[src/hw/sdram_cmd_pkg.sv]
// Shared constants, command type and helpers for the SDRAM command link
package sdram_cmd_pkg;

   typedef enum logic [3:0] {
      cmd_inhibit,
      cmd_nop,
      cmd_active,
      cmd_read,
      cmd_write,
      cmd_burst_stop,
      cmd_precharge,
      cmd_refresh,
      cmd_self_refresh,
      mode_load_cmd,
      cmd_reserved
   } cmd_e;

   localparam int ROW_W = 11;
   localparam int COL_W = 8;
   localparam int ADDR_W = 12;
   localparam int DATA_W = 32;
   localparam int BYTES = 4;
   localparam int BANKS = 4;
   localparam int AP_BIT = 10;
   localparam int BL_LSB = 0;
   localparam logic [ADDR_W-1:0] MODE_RESET = 12'h000;

   localparam int CLK_PERIOD_NS = 50;
   localparam int ROW_PRECHARGE_TIME_NS = 20;
   localparam int ROW_PRECHARGE_CK = (ROW_PRECHARGE_TIME_NS + CLK_PERIOD_NS - 1) / CLK_PERIOD_NS;
   localparam int MODE_SET_TIME_CK = 2;
   localparam int READ_LATENCY_CK = 2;
   localparam logic [5:0] SELF_REF_LAST = 6'h3f;

   localparam logic [7:0] CMD_OFS = 8'h00;
   localparam logic [7:0] WDATA_OFS = 8'h04;
   localparam logic [7:0] MASK_OFS = 8'h08;
   localparam logic [7:0] STATUS_OFS = 8'h0c;
   localparam logic [7:0] RDATA_OFS = 8'h10;
   localparam int CMD_CODE_LSB = 0;
   localparam int CMD_BANK_LSB = 4;
   localparam int CMD_ADDR_LSB = 8;
   localparam int ST_BUSY = 0;
   localparam int ST_REFUSED = 1;
   localparam int ST_SELF_REF = 2;
   localparam int ST_OPEN_LSB = 4;

   // Strobe pattern {select, row, column, write}, all active low
   function automatic logic [3:0] cmd_strobes(input cmd_e c);
      case (c)
         cmd_inhibit: return 4'hf;
         cmd_active: return 4'h3;
         cmd_read: return 4'h5;
         cmd_write: return 4'h4;
         cmd_burst_stop: return 4'h6;
         cmd_precharge: return 4'h2;
         cmd_refresh: return 4'h1;
         cmd_self_refresh: return 4'h1;
         mode_load_cmd: return 4'h0;
         default: return 4'h7;
      endcase
   endfunction : cmd_strobes

   // Unlisted codes fall back to single beats
   function automatic logic [8:0] burst_len(input logic [2:0] code);
      case (code)
         3'h1: return 9'h002;
         3'h2: return 9'h004;
         3'h3: return 9'h008;
         3'h7: return 9'h100;
         default: return 9'h001;
      endcase
   endfunction : burst_len

   // Column advance wraps inside the burst-aligned block
   function automatic logic [COL_W-1:0] col_next(input logic [COL_W-1:0] col,
                                                 input logic [8:0] len);
      logic [COL_W-1:0] mask;
      logic [COL_W-1:0] inc;
      mask = 8'(len - 9'h001);
      inc = col + 8'h01;
      return (col & ~mask) | (inc & mask);
   endfunction : col_next

endpackage : sdram_cmd_pkg

[src/hw/sdram_link_if.sv]
// Command, address, mask and data link between controller and SDRAM
`timescale 1ns/1ps
`default_nettype none
interface sdram_link_if
   import sdram_cmd_pkg::*;
(
   input wire logic pclk
);
   logic cs_n;
   logic ras_n;
   logic cas_n;
   logic we_n;
   logic cke;
   logic bank_select_lo;
   logic bank_select_hi;
   logic [ADDR_W-1:0] addr;
   logic [BYTES-1:0] dqm;
   logic [DATA_W-1:0] dq_c2d;
   logic dq_c_oe;
   logic [DATA_W-1:0] dq_d2c;
   logic [BYTES-1:0] dq_d_oe;
   wire logic [DATA_W-1:0] dq;

   // Device byte drive wins; undriven bytes read as zero
   for (genvar i = 0; i < BYTES; i++)
   begin : g_lane
      assign dq[8*i +: 8] = dq_d_oe[i] ? dq_d2c[8*i +: 8] :
                            (dq_c_oe ? dq_c2d[8*i +: 8] : 8'h00);
   end

   modport ctrl (
      output cs_n, ras_n, cas_n, we_n, cke, bank_select_lo, bank_select_hi,
      output addr, dqm, dq_c2d, dq_c_oe,
      input dq_d2c, dq_d_oe, dq
   );
   modport dev (
      input cs_n, ras_n, cas_n, we_n, cke, bank_select_lo, bank_select_hi,
      input addr, dqm, dq_c2d, dq_c_oe, dq,
      output dq_d2c, dq_d_oe
   );
endinterface : sdram_link_if
`default_nettype wire
[src/hw/cmd_decode.sv]
// Strobe-to-command decoder of the SDRAM end
`timescale 1ns/1ps
`default_nettype none
module cmd_decode
   import sdram_cmd_pkg::*;
(
   input wire logic cs_n,
   input wire logic ras_n,
   input wire logic cas_n,
   input wire logic we_n,
   input wire logic cke,
   output var cmd_e cmd
);
   always_comb
   begin
      cmd = cmd_reserved;
      if (cs_n)
         cmd = cmd_inhibit;
      else if (!cke)
         // Only self refresh entry is legal with the clock enable low
         cmd = ({ras_n, cas_n, we_n} == 3'h1) ? cmd_self_refresh : cmd_reserved;
      else
      begin
         case ({ras_n, cas_n, we_n})
            3'h7: cmd = cmd_nop;
            3'h3: cmd = cmd_active;
            3'h5: cmd = cmd_read;
            3'h4: cmd = cmd_write;
            3'h6: cmd = cmd_burst_stop;
            3'h2: cmd = cmd_precharge;
            3'h1: cmd = cmd_refresh;
            3'h0: cmd = mode_load_cmd;
            default: cmd = cmd_reserved;
         endcase
      end
   end
endmodule : cmd_decode
`default_nettype wire

[src/hw/sdram_dev_end.sv]
// SDRAM end: command execution, bank rows, bursts, masks and refresh
`timescale 1ns/1ps
`default_nettype none
module sdram_dev_end
   import sdram_cmd_pkg::*;
(
   input wire logic pclk,
   input wire logic presetn,
   sdram_link_if.dev link,
   output logic mem_rd,
   output logic mem_wr,
   output logic [1:0] mem_bank,
   output logic [ROW_W-1:0] mem_row,
   output logic [COL_W-1:0] mem_col,
   output logic [DATA_W-1:0] mem_wdata,
   output logic [BYTES-1:0] mem_byte_en,
   input wire logic [DATA_W-1:0] mem_rdata,
   output logic refresh_stb,
   output logic [ROW_W-1:0] refresh_row,
   output logic self_refresh,
   output logic [BANKS-1:0] bank_open,
   output logic [ADDR_W-1:0] mode_reg
);
   cmd_e cmd;
   logic [1:0] bank;
   logic ap;
   logic awake;
   logic all_idle;
   logic acc_act;
   logic acc_rd;
   logic acc_wr;
   logic acc_pre;
   logic acc_bst;
   logic acc_ref;
   logic acc_sref;
   logic acc_mode;
   logic pre_hits;
   logic stop;
   logic new_burst;
   logic cont;
   logic beat;
   logic beat_wr;
   logic beat_ap;
   logic last_beat;
   logic ap_close;
   logic stop_close;
   logic sr_tick;
   logic [1:0] beat_bank;
   logic [COL_W-1:0] beat_col;
   logic [8:0] beat_len;
   logic [8:0] new_len;
   logic [BANKS-1:0] row_open_nxt;

   logic [BANKS-1:0] row_open_r;
   logic [ROW_W-1:0] open_row_r [BANKS];
   logic [ADDR_W-1:0] mode_r;
   logic bst_act_r;
   logic bst_wr_r;
   logic bst_ap_r;
   logic [1:0] bst_bank_r;
   logic [COL_W-1:0] bst_col_r;
   logic [8:0] bst_len_r;
   logic [8:0] bst_left_r;
   logic mem_rd_r;
   logic mem_wr_r;
   logic [1:0] mem_bank_r;
   logic [ROW_W-1:0] mem_row_r;
   logic [COL_W-1:0] mem_col_r;
   logic [DATA_W-1:0] mem_wdata_r;
   logic [BYTES-1:0] mem_be_r;
   logic rd_v1_r;
   logic rd_v2_r;
   logic [BYTES-1:0] dqm_p1_r;
   logic [BYTES-1:0] dqm_p2_r;
   logic [BYTES-1:0] dq_oe_r;
   logic [DATA_W-1:0] dq_out_r;
   logic self_ref_r;
   logic [5:0] sr_cnt_r;
   logic refresh_stb_r;
   logic [ROW_W-1:0] refresh_row_r;

   // Every link input is taken at the rising edge below
   cmd_decode u_dec (
      .cs_n(link.cs_n),
      .ras_n(link.ras_n),
      .cas_n(link.cas_n),
      .we_n(link.we_n),
      .cke(link.cke),
      .cmd(cmd)
   );

   assign bank = {link.bank_select_hi, link.bank_select_lo};
   assign ap = link.addr[AP_BIT];
   // While in self refresh only the clock enable is looked at
   assign awake = !self_ref_r;
   assign all_idle = (row_open_r == '0);
   assign new_len = burst_len(mode_r[BL_LSB +: 3]);

   // Activate to an open bank is dropped: that row must be closed first
   assign acc_act = awake && (cmd == cmd_active) && !row_open_r[bank];
   assign acc_rd = awake && (cmd == cmd_read) && row_open_r[bank];
   assign acc_wr = awake && (cmd == cmd_write) && row_open_r[bank];
   assign acc_pre = awake && (cmd == cmd_precharge);
   assign acc_bst = awake && (cmd == cmd_burst_stop);
   assign acc_ref = awake && (cmd == cmd_refresh) && all_idle;
   assign acc_sref = awake && (cmd == cmd_self_refresh) && all_idle;
   assign acc_mode = awake && (cmd == mode_load_cmd) && all_idle;

   // Precharge of the bursting bank also cuts the burst short
   assign pre_hits = acc_pre && (ap || (bank == bst_bank_r));
   assign stop = acc_bst || pre_hits;
   assign new_burst = acc_rd || acc_wr;
   assign cont = bst_act_r && !new_burst && !stop;
   assign beat = new_burst || cont;
   assign beat_wr = new_burst ? acc_wr : bst_wr_r;
   assign beat_ap = new_burst ? ap : bst_ap_r;
   assign beat_bank = new_burst ? bank : bst_bank_r;
   assign beat_col = new_burst ? link.addr[COL_W-1:0] : bst_col_r;
   assign beat_len = new_burst ? new_len : bst_len_r;
   assign last_beat = new_burst ? (new_len == 9'h001) : (bst_left_r == 9'h001);
   assign ap_close = beat && last_beat && beat_ap;
   assign stop_close = acc_bst && bst_act_r && bst_ap_r;
   assign sr_tick = self_ref_r && (sr_cnt_r == SELF_REF_LAST);

   always_comb
   begin
      row_open_nxt = row_open_r;
      if (ap_close)
         row_open_nxt[beat_bank] = 1'h0;
      if (stop_close)
         row_open_nxt[bst_bank_r] = 1'h0;
      if (acc_pre && ap)
         row_open_nxt = '0;
      else if (acc_pre)
         row_open_nxt[bank] = 1'h0;
      if (acc_act)
         row_open_nxt[bank] = 1'h1;
   end

   always_ff @(posedge pclk or negedge presetn)
   begin
      if (!presetn)
      begin
         row_open_r <= '0;
         mode_r <= MODE_RESET;
         for (int i = 0; i < BANKS; i++)
            open_row_r[i] <= '0;
      end
      else
      begin
         row_open_r <= row_open_nxt;
         if (acc_act)
            open_row_r[bank] <= link.addr[ROW_W-1:0];
         if (acc_mode)
            mode_r <= link.addr;
      end
   end

   // Burst sequencer: one column beat per clock
   always_ff @(posedge pclk or negedge presetn)
   begin
      if (!presetn)
      begin
         bst_act_r <= 1'h0;
         bst_wr_r <= 1'h0;
         bst_ap_r <= 1'h0;
         bst_bank_r <= '0;
         bst_col_r <= '0;
         bst_len_r <= 9'h001;
         bst_left_r <= '0;
      end
      else if (beat)
      begin
         bst_act_r <= !last_beat;
         bst_wr_r <= beat_wr;
         bst_ap_r <= beat_ap;
         bst_bank_r <= beat_bank;
         bst_len_r <= beat_len;
         bst_col_r <= col_next(beat_col, beat_len);
         bst_left_r <= (new_burst ? new_len : bst_left_r) - 9'h001;
      end
      else if (stop)
         bst_act_r <= 1'h0;
   end

   // Array port; a fully masked write beat still strobes with no enables
   always_ff @(posedge pclk or negedge presetn)
   begin
      if (!presetn)
      begin
         mem_rd_r <= 1'h0;
         mem_wr_r <= 1'h0;
         mem_bank_r <= '0;
         mem_row_r <= '0;
         mem_col_r <= '0;
         mem_wdata_r <= '0;
         mem_be_r <= '0;
      end
      else
      begin
         mem_rd_r <= beat && !beat_wr;
         mem_wr_r <= beat && beat_wr;
         mem_bank_r <= beat_bank;
         mem_row_r <= open_row_r[beat_bank];
         mem_col_r <= beat_col;
         mem_wdata_r <= link.dq;
         mem_be_r <= ~link.dqm;
      end
   end

   // Read return lines up with the mask taken two edges earlier
   always_ff @(posedge pclk or negedge presetn)
   begin
      if (!presetn)
      begin
         rd_v1_r <= 1'h0;
         rd_v2_r <= 1'h0;
         dqm_p1_r <= '1;
         dqm_p2_r <= '1;
         dq_oe_r <= '0;
         dq_out_r <= '0;
      end
      else
      begin
         rd_v1_r <= beat && !beat_wr;
         rd_v2_r <= rd_v1_r;
         dqm_p1_r <= link.dqm;
         dqm_p2_r <= dqm_p1_r;
         dq_oe_r <= {BYTES{rd_v2_r}} & ~dqm_p2_r;
         dq_out_r <= mem_rdata;
      end
   end

   // Refresh: external command or self-timed tick, row from own counter
   always_ff @(posedge pclk or negedge presetn)
   begin
      if (!presetn)
      begin
         self_ref_r <= 1'h0;
         sr_cnt_r <= '0;
         refresh_stb_r <= 1'h0;
         refresh_row_r <= '0;
      end
      else
      begin
         if (acc_sref)
            self_ref_r <= 1'h1;
         else if (self_ref_r && link.cke)
            self_ref_r <= 1'h0;
         sr_cnt_r <= self_ref_r ? sr_cnt_r + 6'h01 : 6'h00;
         refresh_stb_r <= acc_ref || sr_tick;
         if (acc_ref || sr_tick)
            refresh_row_r <= refresh_row_r + 11'h001;
      end
   end

   assign mem_rd = mem_rd_r;
   assign mem_wr = mem_wr_r;
   assign mem_bank = mem_bank_r;
   assign mem_row = mem_row_r;
   assign mem_col = mem_col_r;
   assign mem_wdata = mem_wdata_r;
   assign mem_byte_en = mem_be_r;
   assign refresh_stb = refresh_stb_r;
   assign refresh_row = refresh_row_r;
   assign self_refresh = self_ref_r;
   assign bank_open = row_open_r;
   assign mode_reg = mode_r;
   assign link.dq_d2c = dq_out_r;
   assign link.dq_d_oe = dq_oe_r;
endmodule : sdram_dev_end
`default_nettype wire

[src/flat_wrapper.sv]
// flat-port wrapper written by rule: the top's interface ports become plain ports
module sdram_dev_end_flat import sdram_cmd_pkg::*;
  (pclk, presetn, mem_rd, mem_wr, mem_bank, mem_row, mem_col, mem_wdata, mem_byte_en, mem_rdata, refresh_stb, refresh_row, self_refresh, bank_open, mode_reg, link_cs_n, link_ras_n, link_cas_n, link_we_n, link_cke, link_bank_select_lo, link_bank_select_hi, link_addr, link_dqm, link_dq_c2d, link_dq_c_oe, link_dq_d2c, link_dq_d_oe);
  sdram_link_if link_i (.pclk(pclk));
  input wire logic pclk;
  input wire logic presetn;
  output logic mem_rd;
  output logic mem_wr;
  output logic [1:0] mem_bank;
  output logic [ROW_W-1:0] mem_row;
  output logic [COL_W-1:0] mem_col;
  output logic [DATA_W-1:0] mem_wdata;
  output logic [BYTES-1:0] mem_byte_en;
  input wire logic [DATA_W-1:0] mem_rdata;
  output logic refresh_stb;
  output logic [ROW_W-1:0] refresh_row;
  output logic self_refresh;
  output logic [BANKS-1:0] bank_open;
  output logic [ADDR_W-1:0] mode_reg;
  input wire logic [$bits(link_i.cs_n)-1:0] link_cs_n;
  input wire logic [$bits(link_i.ras_n)-1:0] link_ras_n;
  input wire logic [$bits(link_i.cas_n)-1:0] link_cas_n;
  input wire logic [$bits(link_i.we_n)-1:0] link_we_n;
  input wire logic [$bits(link_i.cke)-1:0] link_cke;
  input wire logic [$bits(link_i.bank_select_lo)-1:0] link_bank_select_lo;
  input wire logic [$bits(link_i.bank_select_hi)-1:0] link_bank_select_hi;
  input wire logic [$bits(link_i.addr)-1:0] link_addr;
  input wire logic [$bits(link_i.dqm)-1:0] link_dqm;
  input wire logic [$bits(link_i.dq_c2d)-1:0] link_dq_c2d;
  input wire logic [$bits(link_i.dq_c_oe)-1:0] link_dq_c_oe;
  output wire logic [$bits(link_i.dq_d2c)-1:0] link_dq_d2c;
  output wire logic [$bits(link_i.dq_d_oe)-1:0] link_dq_d_oe;
  assign link_i.cs_n = link_cs_n;
  assign link_i.ras_n = link_ras_n;
  assign link_i.cas_n = link_cas_n;
  assign link_i.we_n = link_we_n;
  assign link_i.cke = link_cke;
  assign link_i.bank_select_lo = link_bank_select_lo;
  assign link_i.bank_select_hi = link_bank_select_hi;
  assign link_i.addr = link_addr;
  assign link_i.dqm = link_dqm;
  assign link_i.dq_c2d = {>>{link_dq_c2d}};
  assign link_i.dq_c_oe = link_dq_c_oe;
  assign link_dq_d2c = {>>{link_i.dq_d2c}};
  assign link_dq_d_oe = {>>{link_i.dq_d_oe}};
  sdram_dev_end u_core (.pclk(pclk), .presetn(presetn), .link(link_i), .mem_rd(mem_rd), .mem_wr(mem_wr), .mem_bank(mem_bank), .mem_row(mem_row), .mem_col(mem_col), .mem_wdata(mem_wdata), .mem_byte_en(mem_byte_en), .mem_rdata(mem_rdata), .refresh_stb(refresh_stb), .refresh_row(refresh_row), .self_refresh(self_refresh), .bank_open(bank_open), .mode_reg(mode_reg));
endmodule
[config.mk]
export PLATFORM = sky130hd
export DESIGN_NAME = sdram_dev_end_flat
export DESIGN_NICKNAME = d
export VERILOG_FILES = /design/src/hw/sdram_cmd_pkg.sv /design/src/hw/sdram_link_if.sv /design/src/hw/cmd_decode.sv /design/src/hw/sdram_dev_end.sv /design/src/flat_wrapper.sv
export SDC_FILE = /design/constraint.sdc
export NUM_CORES = 1
export LEC_CHECK = 0
export BUFFER_PORTS_ARGS = -buffer_cell sky130_fd_sc_hd__buf_2
export CORE_MARGIN = 3
export CORE_UTILIZATION = 50
export CTS_BUF_LIST = sky130_fd_sc_hd__clkbuf_4 sky130_fd_sc_hd__clkbuf_8
export CTS_CLUSTER_SIZE = 10
export DETAILED_ROUTE_END_ITERATION = 7
export GPL_ROUTABILITY_DRIVEN = 0
export PLACE_DENSITY = 0.76
export SETUP_SLACK_MARGIN = 0.2
export SYNTH_ARGS = -nofsm -noshare
export SYNTH_HDL_FRONTEND = slang
export SYNTH_SLANG_ARGS = --single-unit
[constraint.sdc]
create_clock -name pclk -period 2.6 [get_ports pclk]
set_input_delay 0.13 -clock pclk [delete_from_list [all_inputs] [get_ports pclk]]
set_output_delay 0.13 -clock pclk [all_outputs]
set_load 0.03 [all_outputs]
Word-level counts from Yosys, hierarchy flattened

Memories as Yosys holds them, arrays and structs flattened.
Index checks and enable logic that the tools add are counted.

Add/subtract/negate cells: 5
Order comparisons: 9
Eq/ne operators: 17
Muxes and demuxes: 43
Bitwise gates (word level): 16
Reduce and logical (&&, ||, !) cells: 44

Operator list:

| kind                    | count |
|---|---|
| $mux W8                 | 9 |
| $bwmux W44              | 1 |
| $pmux W9 S4             | 1 |
| $mux W11                | 3 |
| $logic_and A1 B1 Y1     | 30 |
| $mux W4                 | 7 |
| $bmux W11 S2            | 1 |
| $demux W11 S2           | 1 |
| $not A4 Y4              | 5 |
| $eq A9 B1 Y1 const B    | 2 |
| $mux W9                 | 2 |
| $and A4 B4 Y4           | 4 |
| $and A8 B8 Y8           | 2 |
| $eq A4 B3 Y1 const B    | 4 |
| $add A11 B1 Y11 const B | 1 |
| $mux W1                 | 11 |
| $lt A2 B3 Y1 const B    | 3 |
| $sub A9 B1 Y9 const B   | 1 |
| $add A8 B1 Y8 const B   | 1 |
| $eq A4 B2 Y1 const B    | 2 |
| $eq A4 B4 Y1 const B    | 2 |
| $not A8 Y8              | 1 |
| $or A8 B8 Y8            | 1 |
| $sub A8 B1 Y8 const B   | 1 |
| 19 further kinds        | 38 |

Flip-flop bits (word level): 214
Bits in read-only memories: 32
Input port bits: 90
Output and inout bits: 124
Word-level logic and storage cells: 164
Memories kept: 1

Memories:

| name            | words | bits a word | rd ports | clocked after Yosys merged registers in | write ports | line             | RTL |
|---|---|---|---|---|---|---|---|
| (no name shown) | 8     | 4           | 1        | 0                                       | 0           | cmd_decode.sv:24 | `case ({ras_n, cas_n, we_n})` |

Longest topological paths before layout

Gate-level depths: netlist of run 1.

Word-level depth: 23
Gate-level depth with buffers: 16
Depth with buffers taken out: 16

Hierarchy

Synthesis of run 1 repeated with hierarchy kept, for this count alone.

Cell total of the unflattened synthesis: 711
Area, all modules: 8906.0 µm²

Modules (own cells, without submodules):

| module             | instances | cells an instance | area each (µm²) | seq. area each (µm²) |
|---|---|---|---|---|
| sdram_dev_end      | 1         | 641               | 8354.3          | 5341.4 |
| sdram_dev_end_flat | 1         | 54                | 437.9           | 0.0 |
| cmd_decode         | 1         | 16                | 113.9           | 0.0 |

Worst setup path after synthesis of run 1

Ideal clock, no wire load.

Kind: flip-flop to flip-flop
Start: register u_core.row_open_r[3], in the netlist u_core.bank_open[3]
End: register u_core.bst_col_r[6]
Setup time: 0.137 ns
Arrival time: 2.846 ns
Setup slack: -0.383 ns
Cell stages (with the launch flop): 14
Buffers on the path: 1
Period minus slack after synthesis: 2.983 ns
Cell sequence: dfrtp_1 > mux4_2 > nor3b_4 > nand2_1 > clkbuf_1 > a21o_1 > inv_1 > ha_1 > nand3_1 > xnor2_1 > nand3_1 > nor4_1 > xnor2_1 > a21oi_1

Word-level cells in the longest chain between the ends: 9

Ends and longest elaborated chain:

| element                                | line                                       | RTL |
|---|---|---|
| start, declared                        | sdram_dev_end.sv:54                        | `logic [BANKS-1:0] row_open_r;` |
| start signal, assigned                 | sdram_dev_end.sv:151                       | `row_open_r <= row_open_nxt;` |
| $bmux W1 S2 (*)                        | sdram_dev_end.sv:101, sdram_dev_end.sv:102 |  |
| $mux W1 (implied by the code) (*)      | sdram_dev_end.sv:101, sdram_dev_end.sv:102 |  |
| $logic_and A1 B1 Y1 (on tied branches) | sdram_dev_end.sv:101, sdram_dev_end.sv:102 |  |
| $logic_or A1 B1 Y1 (*)                 | sdram_dev_end.sv:112                       | `assign new_burst = acc_rd \|\| acc_wr;` |
| $mux W9                                | sdram_dev_end.sv:119                       | `assign beat_len = new_burst ? new_len : bst_len_r;` |
| $sub A8 B1 Y8                          | sdram_cmd_pkg.sv:80                        | `mask = 8'(len - 9'h001);` |
| $not A8 Y8                             | sdram_cmd_pkg.sv:82                        | `return (col & ~mask) \| (inc & mask);` |
| $and A8 B8 Y8                          | sdram_cmd_pkg.sv:82                        |  |
| $or A8 B8 Y8                           | sdram_cmd_pkg.sv:82                        |  |
| end signal, assigned                   | sdram_dev_end.sv:179                       | `bst_col_r <= col_next(beat_col, beat_len);` |
| end, declared                          | sdram_dev_end.sv:61                        | `logic [COL_W-1:0] bst_col_r;` |

Every way passes the cells marked *; elsewhere a longest branch is shown, timed or not. The select of a mux whose other input is x is not followed.
A chain may end at the register's enable or synchronous reset.

Worst setup path in the final report of run 1

Start: register u_core.row_open_r[3], in the netlist u_core.bank_open[3]
End: register u_core.bst_left_r[8]

Word-level cells in the longest chain between the ends: 8

Ends and longest elaborated chain:

| element                                                               | line                                       | RTL |
|---|---|---|
| $bmux W1 S2 (*)                                                       | sdram_dev_end.sv:101, sdram_dev_end.sv:102 |  |
| $mux W1 (implied by the code) (*)                                     | sdram_dev_end.sv:101, sdram_dev_end.sv:102 |  |
| $logic_and A1 B1 Y1 (on tied branches)                                | sdram_dev_end.sv:101, sdram_dev_end.sv:102 |  |
| $logic_or A1 B1 Y1 (*)                                                | sdram_dev_end.sv:112                       |  |
| parallel branches: the longest is 4 deep, another holds $sub A9 B1 Y9 | n/a                                        |  |
| end signal, assigned                                                  | sdram_dev_end.sv:180                       | `bst_left_r <= (new_burst ? new_len : bst_left_r) - 9'h001;` |
| end, declared                                                         | sdram_dev_end.sv:63                        | `logic [8:0] bst_left_r;` |

Every way passes the cells marked *. The select of a mux whose other input is x is not followed.

==> results.cfg, run 1 <==
[status]
status = finished, violations left
violations = setup timing

[yosys]
synthMuxAreaShare_pct = 11.7
synth_ff_type = dfrtp_1
synth-edff-count = 0
synthArstFlopShare_pct = 100
synthAdderAreaFrac_pct = 1.29
synthDistinctLibCells = 58
synth_area_leaders = dfrtp_1 (59%), mux2_2 (7.5%), mux2i_1 (3.8%), a22o_1 (2.8%), dfstp_2 (2.7%)
ys_ff_latch = 213
synth_nets = 796
avgSynthCellArea_um2 = 12.5
yosysWarnings = 0
synthXorXnorAreaFrac_pct = 4.02
seq_area_frac_synth_pct = 61.2
synth_area_leader_cell = dfrtp_1
synthSimpleGateAreaFrac_pct = 10.5
synth_compound_area_share_pct = 8.59
syn_area_um2 = 8720
synth_top_area_share_pct = 58.5
synth_top_family_by_area = multiplexers
syn_inst = 697

[clock_network]
tritoncts = done
clk_pin_slew_ns = 0.06
htree_levels = 2
cts.path.max_buffers = 3
cts_sinks = 213
root_buffer = clkbuf_8
cts_buffers = 36
clk_latency_ns = 0.51

[floorplan]
num_rows = 47
die-height_um = 138
die_area_um2 = 19100
core_um2 = 16800
die_x_um = 138
initial_core_util_pct = 51.9
ioPinCount = 214

[drt]
dr.pass1.iters = 5
drt-vias-per-instance = 5.37
drc = 0
drt_iter0_drc = 323
ant_nets = 0
wl_met2_um = 12500
met1_length_um = 9990
route.final.wire_length_um = 25200
highest_layer = met4
vias = 7083
wl_per_cell_um = 19.1
routed-wl-met3_um = 1560

[setup_path]
rrSetupSlack_ns = -0.18
start_kind = flip-flop
reg2reg_from = u_core.bank_open[3]
arrival_ns = 3.21
required_ns = 3.03
end_kind = flip-flop
reg2reg_depth = 11
worst-setup-path-type = reg2reg
reg2reg_to = u_core.bst_left_r[8]
crit_fanout = 4

[power_and_ir_drop]
seqPwrFrac_pct = 39.2
netSwitchingPower_uw = 4070
p_comb_share_pct = 35.0
p_int_uw = 7850
leakage_uw = 0.00623
switching_share_pct = 34.2
power_uw = 11900
p_per_area_nw_per_um2 = 962
p_clk_share_pct = 25.8
peakVddDrop_v = 0.000699

[hold_path]
hold_depth = 2
hold_start = link_addr[0]
min_to = u_core.mode_reg[0]
hold_path.class = in2reg

[global_routing]
grt.overflow.total = 0
grtUsageTotal_pct = 25.9
grt_pass1_wl_um = 40200
grt_max_degree = 72
first_global_vias = 7456
antenna_found_initial = 0

[finish]
seq_area_um2 = 5350
drive_gt1_share_pct = 42.6
largest_register_ffs = 44
nets = 1175
post-route-util_pct = 73.7
nFillCells = 1077
final_cell_mix = buf_2 (212), dfrtp_1 (200), dlygate4sd3_1 (84)
multiInputGateArea_um2 = 3380
area_delta_synth_final_pct = 42.2
largest_register = u_core.open_row_r
mostFrequentLayoutCell = buf_2
diodes = 0

[sta]
grt_setup_unrepaired = true
hold_violations = 0
max_freq_ghz = 0.360
worst_slew_pin_slew_ns = 0.590
relSlewSlack_pct = 60.6
period_share_pct = 107
setup_viol = 8
final-max-slew-violation-count = 0
holdWs_ns = 0.0243
setup_slack_ns = -0.179
finalClockSkew_ns = 0.0138
post-route-min-period_ns = 2.78

[placement]
hpwl_um = 15300
port_buffers = 213

[run]
maxCapViolations = 0
## metrics by stage
stage          instance area [um2]  TNS [ns]  worst slack (ns)  cells
6_report                     12400    -0.579            -0.179   1318
5_1_grt                      12400     -1.85            -0.269   1318
3_3_place_gp                 10400    -0.691            -0.120   1157
4_1_cts                      12200    -0.125           -0.0286   1314
3_5_place_dp                 10400     -1.98            -0.267   1157
2_1_floorplan                 8800    -0.366            -0.140    697
## synth_stat cells (4+ instances only)
cell and number:
nor2_1 34, and2_1 11, inv_1 19, o21ai_0 20, a22o_1 28, clkbuf_1 21, nand2_1 62, dfrtp_1 204
nor2b_1 16, nand3_1 15, o31ai_1 5, nor3_1 11, dfstp_2 9, nand2b_1 4, nor4_1 6, ha_1 9
xnor2_1 27, a21o_1 6, mux2_2 58, xor2_1 13, and3_1 4, nand4_1 5, a21oi_1 20, buf_2 5
or4_1 4, mux2i_1 33
## cell families (layout without fill, tap and decap cells)
kind of cell               after synthesis  after routing
DFF                                    213            213
xor gates and xnor gates                40             40
AOI/OAI and AO/OA                      105            105
adders and majority gates                9              9
and+or+nand+nor                        185            185
buffers and inverters                   52            453
muxes                                   93             93
## worst max path at each step
stage	from	to	slack (ns)	cells past startpoint
floorplan	u_core.bank_open[1]	u_core.bst_left_r[8]	-0.14	11
global placement	link_cas_n	u_core.bst_col_r[6]	-0.12	17
detailed placement	link_cas_n	u_core.bst_col_r[6]	-0.27	17
CTS	u_core.bank_open[3]	u_core.bst_left_r[8]	-0.03	11
global route	u_core.bank_open[1]	u_core.bst_col_r[6]	-0.27	13
finish	u_core.bank_open[3]	u_core.bst_left_r[8]	-0.18	11
## repair_timing
| action | CTS | global route |
|---|---|---|
| endpoints found under the setup margin | 19 | 34 |
| pin swaps | 16 | 9 |
| gates cloned | 1 | 0 |
| endpoints found under the hold margin | 161 | 0 |
| hold buffers | 84 | 0 |
| gates resized for setup | 28 | 27 |
| buffers inserted | 12 | 4 |
## cell type report
type,instances,share of cell area [%]
clock buffers,57,5.72
inverters,20,0.626
multi-input cells,432,27.3
repair buffers,372,20.7
clock inverters,3,0.323
well taps,220,2.22
flip-flops and latches,213,43.1
repair inverters,1,0.0605
## critical path, cell delays in order (launching register included)
cell and delay (ns):
dfrtp_2 0.40, mux4_2 0.49, nor3b_4 0.20, and3_4 0.18
a21oi_4 0.13, buf_6 0.11, ha_2 0.17, inv_2 0.05
a31oi_4 0.18, o21ai_4 0.11, or4_4 0.47, a31oi_4 0.20
## metal layers
| metal | global-route usage [%] | vias up |
|---|---|---|
| li1 | - | 3197 |
| met1 | 32.1 | 3496 |
| met2 | 44.2 | 303 |
| met3 | 6.01 | 87 |
| met4 | 10.3 | 0 |
| met5 | 0 | - |
## power groups by stage
stage | sequential, uW | clock, uW | combinational (uW)
6_report | 4670 | 3080 | 4170
5_1_grt | 4770 | 3290 | 4480
4_1_cts | 4640 | 3140 | 3950
3_5_place_dp | 4680 | 0 | 3610
3_3_place_gp | 4670 | 0 | 3560
2_1_floorplan | 5280 | 0 | 1760
Power figures use the tool's default switching activity.
==> run 2, diff against run 1 <==
ABC_AREA = 1   (was unset)
PLACE_DENSITY = 0.77   (was 0.76)
==> results.cfg, run 2 <==
[power_and_ir_drop]
leakage_uw = 0.00624
switching_share_pct = 38.0
seqPwrFrac_pct = 40.5
netSwitchingPower_uw = 4440
p_clk_share_pct = 25.5
p_per_area_nw_per_um2 = 992
p_int_uw = 7250
peakVddDrop_v = 0.000749
p_comb_share_pct = 33.9

[drt]
vias = 7650
route.final.wire_length_um = 25000
dr.pass1.iters = 5
drt-vias-per-instance = 5.16
wl_per_cell_um = 16.8
drt_iter0_drc = 493
drc = 0
ant_nets = 0

[finish]
post-route-util_pct = 70.3
mostFrequentLayoutCell = nand2_1
fin_cells = 1483
final_cell_mix = nand2_1 (265), buf_2 (211), dfrtp_1 (204)
largest_register = u_core.open_row_r
nFillCells = 1200
nets = 1336
largest_register_ffs = 44
area_delta_synth_final_pct = 35.7
fin_area_um2 = 11800
drive_gt1_share_pct = 29.7

[yosys]
syn_inst = 900
synth_top_area_share_pct = 58.8
synthArstFlopShare_pct = 100
synthDistinctLibCells = 39
seq_area_frac_synth_pct = 61.5
synth_area_leaders = dfrtp_1 (59%), nand2_1 (12%), o21ai_0 (4.3%), nand3_1 (3.9%), inv_1 (2.9%)
syn_area_um2 = 8680
synth_area_leader_cell = dfrtp_1
yosysWarnings = 0
yosys-top-cells-count = nand2_1 (268), dfrtp_1 (204), o21ai_0 (74), inv_1 (68), nand3_1 (67)
ys_ff_latch = 213
yosysMostFrequentCell = nand2_1
avgSynthCellArea_um2 = 9.65
synth_nets = 999
synth-edff-count = 0
synth_ff_type = dfrtp_1

[sta]
timing.setup.tns_ns = 0
period_share_pct = 86.9
finalClockSkew_ns = 0.0227
setup_viol = 0
relSlewSlack_pct = 54.3
post-route-min-period_ns = 2.26
hold_violations = 0
final-max-slew-violation-count = 0
max_freq_ghz = 0.443
setup_slack_ns = 0.341
grt_setup_unrepaired = true
worst_slew_pin_slew_ns = 0.686

[placement]
port_buffers = 213
place_area_um2 = 10100
dp.cells = 1328
hpwl_um = 15300
pre_cts_slack_ns = 0.0131

[setup_path]
cp_top_family = buffers and inverters
critical-path-max-stage-delay_ns = 0.57
crit_top_cell = nand2_1
crit_fanout = 6
arrival_ns = 2.66
path_cells = dlygate4sd3_1 -> buf_6 -> nand2_1 -> inv_1 -> nand2_1 -> nand4_1 -> nand3_2 -> buf_8 -> nand3_1 -> nand2_1 -> inv_2 -> ha_2 -> inv_1 -> nor2_2 -> nand2_2 -> xor2_2 -> inv_1 -> nand2_1 -> nand2_1 -> nand2_1 -> nand2_1
start_kind = primary input
worst-setup-path-type = in2reg
cpMaxStageDelayCell = dlygate4sd3_1
rrSetupSlack_ns = 0.39
end_kind = flip-flop
required_ns = 3.00
worst-path-buf-inv = 7

[clock_network]
tritoncts = done
cts_buffers = 36
root_buffer = clkbuf_8
clk_pin_slew_ns = 0.05
cts_sinks = 213
clk_latency_ns = 0.52
htree_levels = 2
cts.path.max_buffers = 3

[floorplan]
core_um2 = 16800
die-height_um = 138
initial_core_util_pct = 51.8
ioPinCount = 214
die_x_um = 138
die_area_um2 = 19000
num_rows = 47

[run]
maxCapViolations = 0

[global_routing]
grt_pass1_wl_um = 39000
first_global_vias = 7594
antenna_found_initial = 2
grt.overflow.total = 0
grtUsageTotal_pct = 26.2
grt_max_degree = 85

[status]
status = completed

[hold_path]
hold_path.class = in2reg
## run 2: cell types whose count changed in the layout (fill, tap and decap cells not counted), sizes merged, moves of 19 or more
cell | previous run | this run
xnor2 | 27 | 7
nand3 | 15 | 71
mux2 | 59 | 1
nand2 | 62 | 281
a22oi | 0 | 19
buf | 287 | 246
mux2i | 33 | 0
o21ai | 22 | 81
inv | 20 | 77
a22o | 28 | 0
## run 2: worst paths after layout
kind | start | end | cells past startpoint
max in group asynchronous | presetn | u_core.dqm_p2_r[1] | 3
hold reg to reg | u_core.dqm_p1_r[1] | u_core.dqm_p2_r[1] | 0
setup / recovery | link_bank_select_hi | u_core.bst_col_r[4] | 21
setup reg to reg | u_core.bank_open[1] | u_core.bst_col_r[4] | 17
hold / removal | link_addr[10] | u_core.open_row_r[10] | 3
min in group asynchronous | presetn | u_core.mem_col[5] | 2
## run 2: worst register-to-register path, cell delays in order (launching register included)
cell and delay, ns:
dfrtp_1 0.41, nand2_1 0.08, nand4_1 0.19, nand3_2 0.20, nand2_4 0.10, nand2_2 0.09
nand2_1 0.10, inv_2 0.07, ha_2 0.18, inv_1 0.05, nor2_2 0.13, nand2_2 0.08
xor2_2 0.15, inv_1 0.06, nand2_1 0.05, nand2_1 0.04, nand2_1 0.05, nand2_1 0.05
## run 2: power by group through the flow
stage / Clock [uW] / Sequential [uW] / Combinational [uW]
floorplan: 0 / 5420 / 1900
global route: 3210 / 4840 / 4400
global placement: 0 / 4750 / 3700
detailed placement: 0 / 4760 / 3760
CTS: 3050 / 4720 / 3870
finish: 2980 / 4740 / 3960
## run 2: final cells by class
class                   count  area (um2)  area share, %
diodes                      2        5.00         0.0425
clock buffers              59         693           5.88
clock inverters             3        27.5          0.234
inverters                  75         287           2.43
multi-input cells         583        2960           25.1
flip-flops and latches    213        5340           45.3
well taps                 220         275           2.34
repair buffers            328        2190           18.6
## run 2: logic make-up after synthesis
family	after synthesis	synth area share, %
AOI/OAI and AO/OA	117	7.68
muxes	1	0.130
buffers and inverters	104	5.04
xor gates and xnor gates	24	2.42
DFF	213	61.5
and+or+nand+nor	432	21.9
adders and majority gates	9	1.30
## run 2: metal layers
metal | vias to the layer above | wire, um | GRT usage [%]
met5 | - | 0 | 0
met4 | 0 | 1050 | 13.3
met3 | 76 | 2110 | 6.94
met2 | 345 | 12000 | 43.1
met1 | 3647 | 9820 | 32.0
li1 | 3582 | - | -
## run 2: through the flow
| step | hold slack, ns | total power, uW |
|---|---|---|
| after floorplan | -0.166 | 7330 |
| final | 0.0300 | 11700 |
| after CTS | 0.00424 | 11600 |
| after global routing | 0.0262 | 12400 |
| after detailed placement | 0.185 | 8520 |
| after global placement | 0.182 | 8440 |
## run 2: repair_timing
| item | in CTS | in global routing |
|---|---|---|
| resized for setup | 0 | 25 |
| buffers inserted | 0 | 9 |
| hold buffers | 82 | 0 |
| setup endpoints to repair | 0 | 15 |
| hold endpoints to repair | 205 | 0 |
